## src/hw/ccm_params.svh

```systemverilog
// Purpose: offsets, field positions, reset values and codes of the capture/compare unit
// Assumes: included by bare name from every file that needs a constant
// Notes: definitions only
`ifndef CCM_PARAMS_SVH
`define CCM_PARAMS_SVH

// register byte offsets on the axi4-lite port
`define CCM_OFF_CTRL 8'h00
`define CCM_OFF_DUTY 8'h04
`define CCM_OFF_CAPL 8'h08
`define CCM_OFF_CAPH 8'h0c
`define CCM_OFF_STAT 8'h10

// control register fields
`define CCM_MODE_MSB 3
`define CCM_MODE_LSB 0
`define CCM_DLOW_MSB 5
`define CCM_DLOW_LSB 4
`define CCM_CTRL_RST 6'h00
`define CCM_STAT_FLAG_BIT 0

// mode codes
`define CCM_MODE_OFF 4'h0
`define CCM_MODE_CAP_FALL 4'h4
`define CCM_MODE_CAP_RISE 4'h5
`define CCM_MODE_CAP_R4 4'h6
`define CCM_MODE_CAP_R16 4'h7
`define CCM_MODE_CMP_SET 4'h8
`define CCM_MODE_CMP_CLR 4'h9
`define CCM_MODE_CMP_SOFT 4'ha
`define CCM_MODE_CMP_SPEC 4'hb
`define CCM_GRP_CAP 2'h1
`define CCM_GRP_CMP 2'h2
`define CCM_GRP_PWM 2'h3

// prescaler terminal counts
`define CCM_PS4_LAST 4'h3
`define CCM_PS16_LAST 4'hf

// axi responses
`define CCM_RESP_OKAY 2'h0
`define CCM_RESP_SLVERR 2'h2

`endif

```

## src/hw/ccm_pkg.sv

```systemverilog
// Purpose: shared types of the capture/compare unit
// Assumes: ccm_params.svh holds the numbers
// Notes: one-hot write-channel states
`include "ccm_params.svh"
package ccm_pkg;
  typedef logic [3:0] ccm_mode_t;
  typedef enum logic [1:0] {CCM_PS_DIV1 = 2'h0, CCM_PS_DIV4 = 2'h1, CCM_PS_DIV16 = 2'h2} ccm_psel_t;
  typedef enum logic [3:0] {
    CCM_WS_IDLE = 4'h1,
    CCM_WS_AW = 4'h2,
    CCM_WS_W = 4'h4,
    CCM_WS_RESP = 4'h8
  } ccm_wstate_t;
endpackage

```

## src/hw/ccm_unit.sv

```systemverilog
// Purpose: capture/compare/pwm unit with mode select, full capture path and axi4-lite registers
// Assumes: timer counts come from logic on aclk; capture pin is asynchronous
// Notes: one unit; SECOND_UNIT selects the converter-start variant of the special event
`timescale 1ns/100ps
`default_nettype none
`include "ccm_params.svh"
module ccm_unit #(
  parameter bit SECOND_UNIT = 1'b0
) (
  input wire logic aclk,
  input wire logic aresetn,
  input wire logic ce,
  input wire logic [7:0] s_axi_awaddr,
  input wire logic s_axi_awvalid,
  output logic s_axi_awready,
  input wire logic [31:0] s_axi_wdata,
  input wire logic [3:0] s_axi_wstrb,
  input wire logic s_axi_wvalid,
  output logic s_axi_wready,
  output logic [1:0] s_axi_bresp,
  output logic s_axi_bvalid,
  input wire logic s_axi_bready,
  input wire logic [7:0] s_axi_araddr,
  input wire logic s_axi_arvalid,
  output logic s_axi_arready,
  output logic [31:0] s_axi_rdata,
  output logic [1:0] s_axi_rresp,
  output logic s_axi_rvalid,
  input wire logic s_axi_rready,
  input wire logic [15:0] first_timer_count,
  input wire logic [7:0] pwm_timer_count,
  input wire logic [1:0] pwm_fine_count,
  input wire logic pwm_period_match,
  input wire logic adc_enabled,
  input wire logic port_direction_bit,
  input wire logic port_data_latch,
  input wire logic capture_pin_i,
  output logic capture_pin_o,
  output logic capture_pin_oe,
  output logic unit_event_flag,
  output logic timer_clear,
  output logic adc_start
);
  import ccm_pkg::*;

  ccm_wstate_t ws_q, ws_d;
  logic [7:0] awaddr_q, awaddr_d;
  logic [31:0] wdata_q, wdata_d;
  logic wstrb0_q, wstrb0_d;
  logic [1:0] bresp_q, bresp_d;
  logic rvalid_q, rvalid_d;
  logic [31:0] rdata_q, rdata_d;
  logic [1:0] rresp_q, rresp_d;
  logic [5:0] ctrl_q, ctrl_d;
  logic [7:0] duty_upper_q, duty_upper_d;
  logic [15:0] cap_pair_q, cap_pair_d;
  logic [9:0] duty_buf_q, duty_buf_d;
  logic flag_q, flag_d;
  logic out_q, out_d;
  logic match_q, match_d;
  logic pin_prev_q, pin_prev_d;
  logic wr_fire, aw_take, w_take, ar_take;
  logic [7:0] wr_addr, wr_word;
  logic [31:0] wr_data;
  logic wr_b0, wr_hit, flag_clr;
  ccm_mode_t mode;
  logic is_off, is_cap, is_cmp, is_pwm;
  logic pin_sync, pin_level, rise_evt, fall_evt, edge_evt, cap_fire;
  logic match_now, cmp_evt;
  logic [9:0] pwm_duty;
  logic [3:0] ps_count;
  ccm_psel_t ps_sel;
  logic [7:0] rd_word;

  // mode decode from the stored control field
  always_comb begin
    mode = ctrl_q[`CCM_MODE_MSB:`CCM_MODE_LSB];
    is_off = (mode == `CCM_MODE_OFF);
    is_cap = (mode[3:2] == `CCM_GRP_CAP);
    is_cmp = (mode[3:2] == `CCM_GRP_CMP);
    is_pwm = (mode[3:2] == `CCM_GRP_PWM);
    pwm_duty = {duty_upper_q, ctrl_q[`CCM_DLOW_MSB:`CCM_DLOW_LSB]};
    case (mode[1:0])
      2'h2: ps_sel = CCM_PS_DIV4;
      2'h3: ps_sel = CCM_PS_DIV16;
      default: ps_sel = CCM_PS_DIV1;
    endcase
  end

  // pin path: synchronised pad, or the port latch when the pin is an output
  ccm_sync u_sync (
    .aclk(aclk),
    .aresetn(aresetn),
    .ce(ce),
    .d(capture_pin_i),
    .q(pin_sync)
  );
  always_comb begin
    pin_level = port_direction_bit ? pin_sync : port_data_latch;
    // history survives mode changes, so a change raises no false capture
    rise_evt = pin_level & ~pin_prev_q;
    fall_evt = ~pin_level & pin_prev_q;
    edge_evt = is_cap & ((mode == `CCM_MODE_CAP_FALL) ? fall_evt : rise_evt);
    pin_prev_d = pin_level;
  end

  ccm_prescale u_ps (
    .aclk(aclk),
    .aresetn(aresetn),
    .ce(ce),
    .clear(~is_cap),
    .edge_evt(edge_evt),
    .sel(ps_sel),
    .fire(cap_fire),
    .count(ps_count)
  );

  // compare match: one event per entry into equality
  always_comb begin
    match_now = is_cmp & (first_timer_count == cap_pair_q);
    match_d = match_now;
    cmp_evt = match_now & ~match_q;
    timer_clear = cmp_evt & (mode == `CCM_MODE_CMP_SPEC);
    adc_start = timer_clear & SECOND_UNIT & adc_enabled;
  end

  // axi handshakes; ready is withheld while ce is low
  always_comb begin
    s_axi_awready = ce & ((ws_q == CCM_WS_IDLE) | (ws_q == CCM_WS_W));
    s_axi_wready = ce & ((ws_q == CCM_WS_IDLE) | (ws_q == CCM_WS_AW));
    s_axi_arready = ce & ~rvalid_q;
    aw_take = s_axi_awvalid & s_axi_awready;
    w_take = s_axi_wvalid & s_axi_wready;
    ar_take = s_axi_arvalid & s_axi_arready;
    s_axi_bvalid = (ws_q == CCM_WS_RESP);
    s_axi_bresp = bresp_q;
    s_axi_rvalid = rvalid_q;
    s_axi_rdata = rdata_q;
    s_axi_rresp = rresp_q;
  end

  // write channel state
  always_comb begin
    ws_d = ws_q;
    awaddr_d = aw_take ? s_axi_awaddr : awaddr_q;
    wdata_d = w_take ? s_axi_wdata : wdata_q;
    wstrb0_d = w_take ? s_axi_wstrb[0] : wstrb0_q;
    wr_fire = 1'b0;
    case (ws_q)
      CCM_WS_IDLE: begin
        if (aw_take & w_take) begin
          wr_fire = 1'b1;
          ws_d = CCM_WS_RESP;
        end else if (aw_take) begin
          ws_d = CCM_WS_AW;
        end else if (w_take) begin
          ws_d = CCM_WS_W;
        end
      end
      CCM_WS_AW: begin
        if (w_take) begin
          wr_fire = 1'b1;
          ws_d = CCM_WS_RESP;
        end
      end
      CCM_WS_W: begin
        if (aw_take) begin
          wr_fire = 1'b1;
          ws_d = CCM_WS_RESP;
        end
      end
      CCM_WS_RESP: begin
        if (s_axi_bready) begin
          ws_d = CCM_WS_IDLE;
        end
      end
      default: ws_d = CCM_WS_IDLE;
    endcase
    wr_addr = aw_take ? s_axi_awaddr : awaddr_q;
    wr_data = w_take ? s_axi_wdata : wdata_q;
    wr_b0 = w_take ? s_axi_wstrb[0] : wstrb0_q;
    wr_word = {wr_addr[7:2], 2'b00};
    wr_hit = (wr_word == `CCM_OFF_CTRL) | (wr_word == `CCM_OFF_DUTY) | (wr_word == `CCM_OFF_CAPL) |
             (wr_word == `CCM_OFF_CAPH) | (wr_word == `CCM_OFF_STAT);
    bresp_d = bresp_q;
    if (wr_fire) begin
      bresp_d = wr_hit ? `CCM_RESP_OKAY : `CCM_RESP_SLVERR;
    end
  end

  // read channel: data registered at the address handshake
  always_comb begin
    rd_word = {s_axi_araddr[7:2], 2'b00};
    rvalid_d = rvalid_q;
    rdata_d = rdata_q;
    rresp_d = rresp_q;
    if (rvalid_q & s_axi_rready) begin
      rvalid_d = 1'b0;
    end
    if (ar_take) begin
      rvalid_d = 1'b1;
      rresp_d = `CCM_RESP_OKAY;
      case (rd_word)
        `CCM_OFF_CTRL: rdata_d = {26'h0, ctrl_q};
        `CCM_OFF_DUTY: rdata_d = {24'h0, duty_upper_q};
        `CCM_OFF_CAPL: rdata_d = {24'h0, cap_pair_q[7:0]};
        // in pwm the high byte shows the buffered duty, read only
        `CCM_OFF_CAPH: rdata_d = {24'h0, is_pwm ? duty_buf_q[9:2] : cap_pair_q[15:8]};
        `CCM_OFF_STAT: rdata_d = {31'h0, flag_q};
        default: begin
          rdata_d = 32'h0;
          rresp_d = `CCM_RESP_SLVERR;
        end
      endcase
    end
  end

  // unit state: control, capture pair, flag, output latch, pwm buffer
  always_comb begin
    ctrl_d = ctrl_q;
    duty_upper_d = duty_upper_q;
    cap_pair_d = cap_pair_q;
    duty_buf_d = duty_buf_q;
    out_d = out_q;
    flag_clr = 1'b0;
    if (wr_fire & wr_b0) begin
      case (wr_word)
        `CCM_OFF_CTRL: ctrl_d = wr_data[5:0];
        `CCM_OFF_DUTY: duty_upper_d = wr_data[7:0];
        `CCM_OFF_CAPL: cap_pair_d[7:0] = wr_data[7:0];
        `CCM_OFF_CAPH: begin
          if (!is_pwm) begin
            cap_pair_d[15:8] = wr_data[7:0];
          end
        end
        `CCM_OFF_STAT: flag_clr = wr_data[`CCM_STAT_FLAG_BIT];
        default: ctrl_d = ctrl_q;
      endcase
    end
    if (cap_fire) begin
      cap_pair_d = first_timer_count;
    end
    if (cmp_evt & (mode == `CCM_MODE_CMP_SET)) begin
      out_d = 1'b1;
    end
    if (cmp_evt & (mode == `CCM_MODE_CMP_CLR)) begin
      out_d = 1'b0;
    end
    // pwm: clear on duty match, reload at period end and set unless the new duty is zero (period end wins)
    if (is_pwm) begin
      if ({pwm_timer_count, pwm_fine_count} == duty_buf_q) begin
        out_d = 1'b0;
      end
      if (pwm_period_match) begin
        duty_buf_d = pwm_duty;
        out_d = (pwm_duty != 10'h000);
      end
    end
    // writing mode zero parks the unit; the prescaler clears via is_cap
    if (is_off) begin
      out_d = 1'b0;
      duty_buf_d = 10'h000;
    end
    // the special event clears the timer, raises the flag and, on the second unit with adc_enabled high, starts the converter; no overflow indication here
    flag_d = cap_fire | cmp_evt | (flag_q & ~flag_clr);
    unit_event_flag = flag_q;
    capture_pin_o = out_q;
    capture_pin_oe = ~port_direction_bit;
  end

  // one register bank; ce freezes it
  always_ff @(posedge aclk) begin
    if (!aresetn) begin
      ws_q <= CCM_WS_IDLE;
      awaddr_q <= 8'h00;
      wdata_q <= 32'h0;
      wstrb0_q <= 1'b0;
      bresp_q <= `CCM_RESP_OKAY;
      rvalid_q <= 1'b0;
      rdata_q <= 32'h0;
      rresp_q <= `CCM_RESP_OKAY;
      ctrl_q <= `CCM_CTRL_RST;
      duty_upper_q <= 8'h00;
      cap_pair_q <= 16'h0000;
      duty_buf_q <= 10'h000;
      flag_q <= 1'b0;
      out_q <= 1'b0;
      match_q <= 1'b0;
      pin_prev_q <= 1'b0;
    end else if (ce) begin
      ws_q <= ws_d;
      awaddr_q <= awaddr_d;
      wdata_q <= wdata_d;
      wstrb0_q <= wstrb0_d;
      bresp_q <= bresp_d;
      rvalid_q <= rvalid_d;
      rdata_q <= rdata_d;
      rresp_q <= rresp_d;
      ctrl_q <= ctrl_d;
      duty_upper_q <= duty_upper_d;
      cap_pair_q <= cap_pair_d;
      duty_buf_q <= duty_buf_d;
      flag_q <= flag_d;
      out_q <= out_d;
      match_q <= match_d;
      pin_prev_q <= pin_prev_d;
    end
  end

  // checks, all but a_cap_edge and a_spec sampled only on enabled cycles
  property p_duty_latch;
    @(posedge aclk) disable iff (!aresetn) (ce && is_pwm && pwm_period_match) |=> (duty_buf_q == $past(pwm_duty));
  endproperty
  a_duty_latch: assert property (p_duty_latch) else $error("duty not latched at period end");
  property p_off_parked;
    @(posedge aclk) disable iff (!aresetn) (is_off && ce) |=> (!out_q && duty_buf_q == 10'h000 && ps_count == 4'h0);
  endproperty
  a_off_parked: assert property (p_off_parked) else $error("unit not parked in mode zero");
  property p_cap_edge;
    @(posedge aclk) disable iff (!aresetn) cap_fire |-> (mode == `CCM_MODE_CAP_FALL) ? fall_evt : rise_evt;
  endproperty
  a_cap_edge: assert property (p_cap_edge) else $error("capture on wrong edge");
  property p_cmp_set;
    @(posedge aclk) disable iff (!aresetn) (ce && cmp_evt && mode == `CCM_MODE_CMP_SET) |=> (out_q && flag_q);
  endproperty
  a_cmp_set: assert property (p_cmp_set) else $error("set-on-match failed");
  property p_cmp_clr;
    @(posedge aclk) disable iff (!aresetn) (ce && cmp_evt && mode == `CCM_MODE_CMP_CLR) |=> (!out_q && flag_q);
  endproperty
  a_cmp_clr: assert property (p_cmp_clr) else $error("clear-on-match failed");
  property p_cmp_soft;
    @(posedge aclk) disable iff (!aresetn)
      (ce && cmp_evt && mode[3:1] == 3'h5) |=> (flag_q && out_q == $past(out_q));
  endproperty
  a_cmp_soft: assert property (p_cmp_soft) else $error("flag-only match touched output");
  // the trigger must come from a fresh match in mode 1011; the converter start follows only on the second unit
  property p_spec;
    @(posedge aclk) disable iff (!aresetn)
      (timer_clear || adc_start) |-> (timer_clear && mode == `CCM_MODE_CMP_SPEC && !match_q &&
                                      first_timer_count == cap_pair_q && adc_start == (SECOND_UNIT && adc_enabled));
  endproperty
  a_spec: assert property (p_spec) else $error("special event or converter start wrong");
  property p_capture;
    @(posedge aclk) disable iff (!aresetn) (ce && cap_fire) |=> (cap_pair_q == $past(first_timer_count) && flag_q);
  endproperty
  a_capture: assert property (p_capture) else $error("capture value or flag wrong");
  property p_flag_hold;
    @(posedge aclk) disable iff (!aresetn) (ce && flag_q && !flag_clr) |=> flag_q;
  endproperty
  a_flag_hold: assert property (p_flag_hold) else $error("flag dropped without software clear");
  property p_ps_clear;
    @(posedge aclk) disable iff (!aresetn) (ce && !is_cap) |=> (ps_count == 4'h0);
  endproperty
  a_ps_clear: assert property (p_ps_clear) else $error("prescaler not cleared outside capture");
  c_capture: cover property (@(posedge aclk) disable iff (!aresetn) cap_fire && ps_sel == CCM_PS_DIV16);
  c_compare: cover property (@(posedge aclk) disable iff (!aresetn) timer_clear);
  c_pwm: cover property (@(posedge aclk) disable iff (!aresetn) is_pwm && pwm_period_match && pwm_duty != 10'h000);
endmodule
`default_nettype wire

```

## src/hw/ccm_sync.sv

```systemverilog
// Purpose: two-flop synchroniser for the capture pin
// Assumes: d is asynchronous to aclk
// Notes: the first flop feeds only the second
`timescale 1ns/100ps
`default_nettype none
module ccm_sync (
  input wire logic aclk,
  input wire logic aresetn,
  input wire logic ce,
  input wire logic d,
  output logic q
);
  logic meta_q;
  logic meta_d;
  logic q_d;

  // next values
  always_comb begin
    meta_d = d;
    q_d = meta_q;
  end

  // two stages, frozen while ce is low
  always_ff @(posedge aclk) begin
    if (!aresetn) begin
      meta_q <= 1'b0;
      q <= 1'b0;
    end else if (ce) begin
      meta_q <= meta_d;
      q <= q_d;
    end
  end
endmodule
`default_nettype wire

```

## src/hw/ccm_prescale.sv

```systemverilog
// Purpose: edge prescaler for capture events (1, 4 or 16 edges)
// Assumes: edge_evt is a one-cycle pulse on aclk
// Notes: clear is a level; count holds across select changes
`timescale 1ns/100ps
`default_nettype none
`include "ccm_params.svh"
module ccm_prescale (
  input wire logic aclk,
  input wire logic aresetn,
  input wire logic ce,
  input wire logic clear,
  input wire logic edge_evt,
  input wire ccm_pkg::ccm_psel_t sel,
  output logic fire,
  output logic [3:0] count
);
  import ccm_pkg::*;
  logic [3:0] cnt_q;
  logic [3:0] cnt_d;
  logic [3:0] last;

  // terminal count and next count
  always_comb begin
    case (sel)
      CCM_PS_DIV4: last = `CCM_PS4_LAST;
      CCM_PS_DIV16: last = `CCM_PS16_LAST;
      default: last = 4'h0;
    endcase
    fire = 1'b0;
    cnt_d = cnt_q;
    if (clear) begin
      cnt_d = 4'h0;
    end else if (edge_evt) begin
      // a count left from an older select may overshoot; fire and clear at the next edge
      if (cnt_q >= last) begin
        fire = 1'b1;
        cnt_d = 4'h0;
      end else begin
        cnt_d = cnt_q + 4'h1;
      end
    end
    count = cnt_q;
  end

  // counter register
  always_ff @(posedge aclk) begin
    if (!aresetn) begin
      cnt_q <= 4'h0;
    end else if (ce) begin
      cnt_q <= cnt_d;
    end
  end
endmodule
`default_nettype wire

```

## config.mk

```make
export PLATFORM = sky130hd
export DESIGN_NAME = ccm_unit
export DESIGN_NICKNAME = d
export VERILOG_FILES = /design/src/hw/ccm_pkg.sv /design/src/hw/ccm_unit.sv /design/src/hw/ccm_sync.sv /design/src/hw/ccm_prescale.sv
export VERILOG_INCLUDE_DIRS = /design/src /design/src/hw
export SDC_FILE = /design/constraint.sdc
export NUM_CORES = 1
export LEC_CHECK = 0
export BUFFER_PORTS_ARGS = -buffer_cell sky130_fd_sc_hd__buf_4
export CELL_PAD_IN_SITES_DETAIL_PLACEMENT = 2
export CELL_PAD_IN_SITES_GLOBAL_PLACEMENT = 2
export CORE_ASPECT_RATIO = 0.75
export CORE_MARGIN = 4
export CORE_UTILIZATION = 25
export DETAILED_ROUTE_END_ITERATION = 10
export GPL_ROUTABILITY_DRIVEN = 0
export PLACE_DENSITY_LB_ADDON = 0.1
export SYNTH_ARGS = -nofsm -noshare
export SYNTH_HDL_FRONTEND = slang
export SYNTH_SLANG_ARGS = --single-unit
```

## constraint.sdc

```tcl
create_clock -name aclk -period 2.5 [get_ports aclk]
set_input_delay 0.5 -clock aclk [delete_from_list [all_inputs] [get_ports aclk]]
set_output_delay 0.5 -clock aclk [all_outputs]
set_load 0.01 [all_outputs]
```

==> results.md <==
* Tot GR Track Use at 17.42%
* Wirelength, routed at 18960 µm
* Grt ovf at 0
* Wire length on met3 at 951 µm
* Area grow syn2layout at 25.50%
* CTS clk-pin slew, worst paths at ~60 ps
* FFs w/ async S/R, synth at 0%
* Max Cap Viol at 0
* Core box area at between 0.015 and 0.02 mm²
* FP Rows at 43
* Top post-synthesis cells by area: dfxtp_1 33%, mux2i_1 4.7%, xor2_1 4.5%
* PwrDens at 628.2 mW/mm²
* Via count at between 4k and 5k
* Clock tree buffer depth at 2
* Yosys cell types at 65
* Die width at about 170 µm
* YS warnings at 0
* DRT iter0 DRCs at 297
* Top cell type's share of synthesized area at 32.90%
* Critical Path End Type: output pin
* Hold Slack at about 390 ps
* Cell taking the most area after synthesis: dfxtp_1
* H-tree depth at 3
* Final Cell Area at ~0.0061 mm²
* RSZ-0062 raised after global routing: no
* Antenna diode count at 0
* Initial Utilization at 25.92%
* Hold Fails Final Rpt at 0
* Slew Limit Fails at 0
* Routed Antenna Nets at 0
* CTS tree: done
* Remaining DRCs at 0
* Final-stage net count at around 740
* Min cycle time layout at 2356 ps
* Peak Freq at around 420 MHz
* Die ar. at approximately 0.022 mm²
* Startpoint types: register
* Rel. slew slack at 47.83%
* First-pass GRT wire length at slightly below 30000 µm
* CP max FO at 3
* Ys flop type: dfxtp_1
* CTS Buf Count at 9
* CTS Sinks at 80
* Min-Delay Path Class: in -> reg
* Cell leakage power at roughly 2.4 nW
* Max layer used: met4
* Worst EP required at about 2000 ps
* Skew-Pair Late Insertion Delay at between 300 and 400 ps
* Met2 routed WL at around 8200 µm
* Post-Synthesis Cells at ~560
* Proportion of layout cells with a drive suffix above 1 at 26.03%
* Routed wire length per instance at between 20 and 25 µm
* I/O Pins at 137
* Synth Register Bits at 80
* Post-DP Area at 0.005713 mm²
* Outcome: finished, final reports clean
* Arrival time worst endpoint at 1860 ps
* Max rail drop VDD at ~0.3 mV
* Syn Std Cell Area at around 0.0049 mm²
* Final setup fails at 0
* Root buffer cell: clkbuf_16
* Worst Skew at between 9 and 10 ps
* Post-synth EDFFs at 0
* Avg Vias per Cell at roughly 5.1
* 1st-pass router iterations at 4
* Initial antenna violation count at 0
* Port Buffers at 77
* Syn Area/Cell at a little under 9 µm²
* Tcrit/Tclk final at 94.23%
* Share of the yosys chip area belonging to registers at about a third
* Worst Tran Pin Value at roughly 800 ps
* Final HPWL DP at ~15000 µm
* Count leader, synth: dfxtp_1
* Vias in the first global route at 4816
* Die Y at 128.8 µm
* Largest net degree at the start of global routing at 28
* Commonest cells post-synth: 80 x dfxtp_1, 49 x nand2_1, 33 x nor2_1, 31 x nor3_1, 29 x a21oi_1
* Worst setup path class: reg -> out
* Wl on met1 at 9702 µm
power by group:
| part | internal [mW] | switching, mW | total (mW) |
|---|---|---|---|
| registers | 1.34 | 0.0857 | 1.43 |
| clock network | 0.733 | 0.602 | 1.33 |
| logic | 0.446 | 0.629 | 1.08 |
metal layers:
metal	global-route usage [%]	up-vias
met3	3.900	8
met5	0	-
li1	-	2168
met1	25.84	2326
met2	26.22	92
met4	2.982	0
layout make-up:
type,instances,area (µm²)
repair buffers,112,869.6
clock buffers,11,252.7
flip-flops and latches,80,1605
inverters,9,33.78
fillers,2096,12670
clock inverters,5,41.29
multi-input cells,436,2997
well taps,247,309.0
critical path, cell delays in order, from the launching register on:
cell and delay (ps):
dfxtp_1 470, xor2_1 140, nor4_2 260, nand4_1 140, buf_4 180, nor4_4 150
buf_4 170
worst paths after layout:
kind	startpoint	endpoint	slack, ps	depth (start not counted)
setup reg to reg	ctrl_q[1]$_SDFFE_PN0P_	u_ps.count[2]$_SDFFE_PN0P_	210	7
setup / recovery	cap_pair_q[5]$_SDFFE_PN0P_	timer_clear	140	6
hold reg to reg	s_axi_rdata[6]$_SDFFE_PN0P_	s_axi_rdata[6]$_SDFFE_PN0P_	460	2
hold / removal	capture_pin_i	u_sync.meta_q$_SDFFE_PN0P_	390	3
placed cells by master (no fill, tap or decap), types with 4 or more instances in the layout:
cell type,count
a31oi_1,4
a22oi_1,15
mux2_2,15
o21ai_0,12
and3_1,6
o21a_1,4
o221ai_1,17
dfxtp_1,77
nand2_1,49
ha_1,5
inv_1,9
nand2b_1,23
nor2b_1,6
nor4_1,9
mux4_2,5
clkbuf_16,9
buf_4,109
xor2_1,25
nor4b_1,5
nor3_1,31
a211oi_1,6
nand3_1,13
conb_1,27
and2_1,11
nor2_1,32
mux2i_1,23
a21oi_1,29
xnor2_1,6
flip-flops by register name (all words and copies together), names as in the netlist, 4 cells and up:
name,count
duty_buf_q,10
duty_upper_q,8
s_axi_rdata,8
wdata_q,8
awaddr_q,6
ws_q,4
u_ps.count,4
ctrl_q,6
cap_pair_q,16
logic make-up (layout without fill, tap and decap cells):
logic type                 Yosys count  count (layout)  synth area share (%)
other                                1              27               0.07705
adders and majority gates            5               5                 1.285
muxes                               44              44                 10.98
buffers and inverters               72             137                 8.278
AOI/OAI and AO/OA                  116             116                 17.15
and+or+nand+nor                    213             213                 23.75
xor gates and xnor gates            31              31                 5.578
DFF                                 80              80                 32.90
what timing repair did:
action	CTS	global route
hold buffers	0	0
resized for setup	1	9
pin swaps	2	3
buffers inserted	3	3
hold endpoints to repair	0	0
setup endpoints to repair	17	10
through the flow:
stage / cells / power (mW) / setup TNS, ps / setup WS, ps / utilization [%]
3_3_place_gp: 878 / 2.482 / -116.5 / -52.24 / 30.43
2_1_floorplan: 588 / 2.106 / 0 / 362.8 / -
5_1_grt: 900 / 4.046 / 0 / 8.938 / 32.53
6_report: 900 / 3.837 / 0 / 144.4 / 32.53
4_1_cts: 897 / 3.874 / -94.94 / -94.94 / 32.21
3_5_place_dp: 878 / 2.519 / -1209 / -138.3 / 30.43
(Power assumes the default switching activity.)
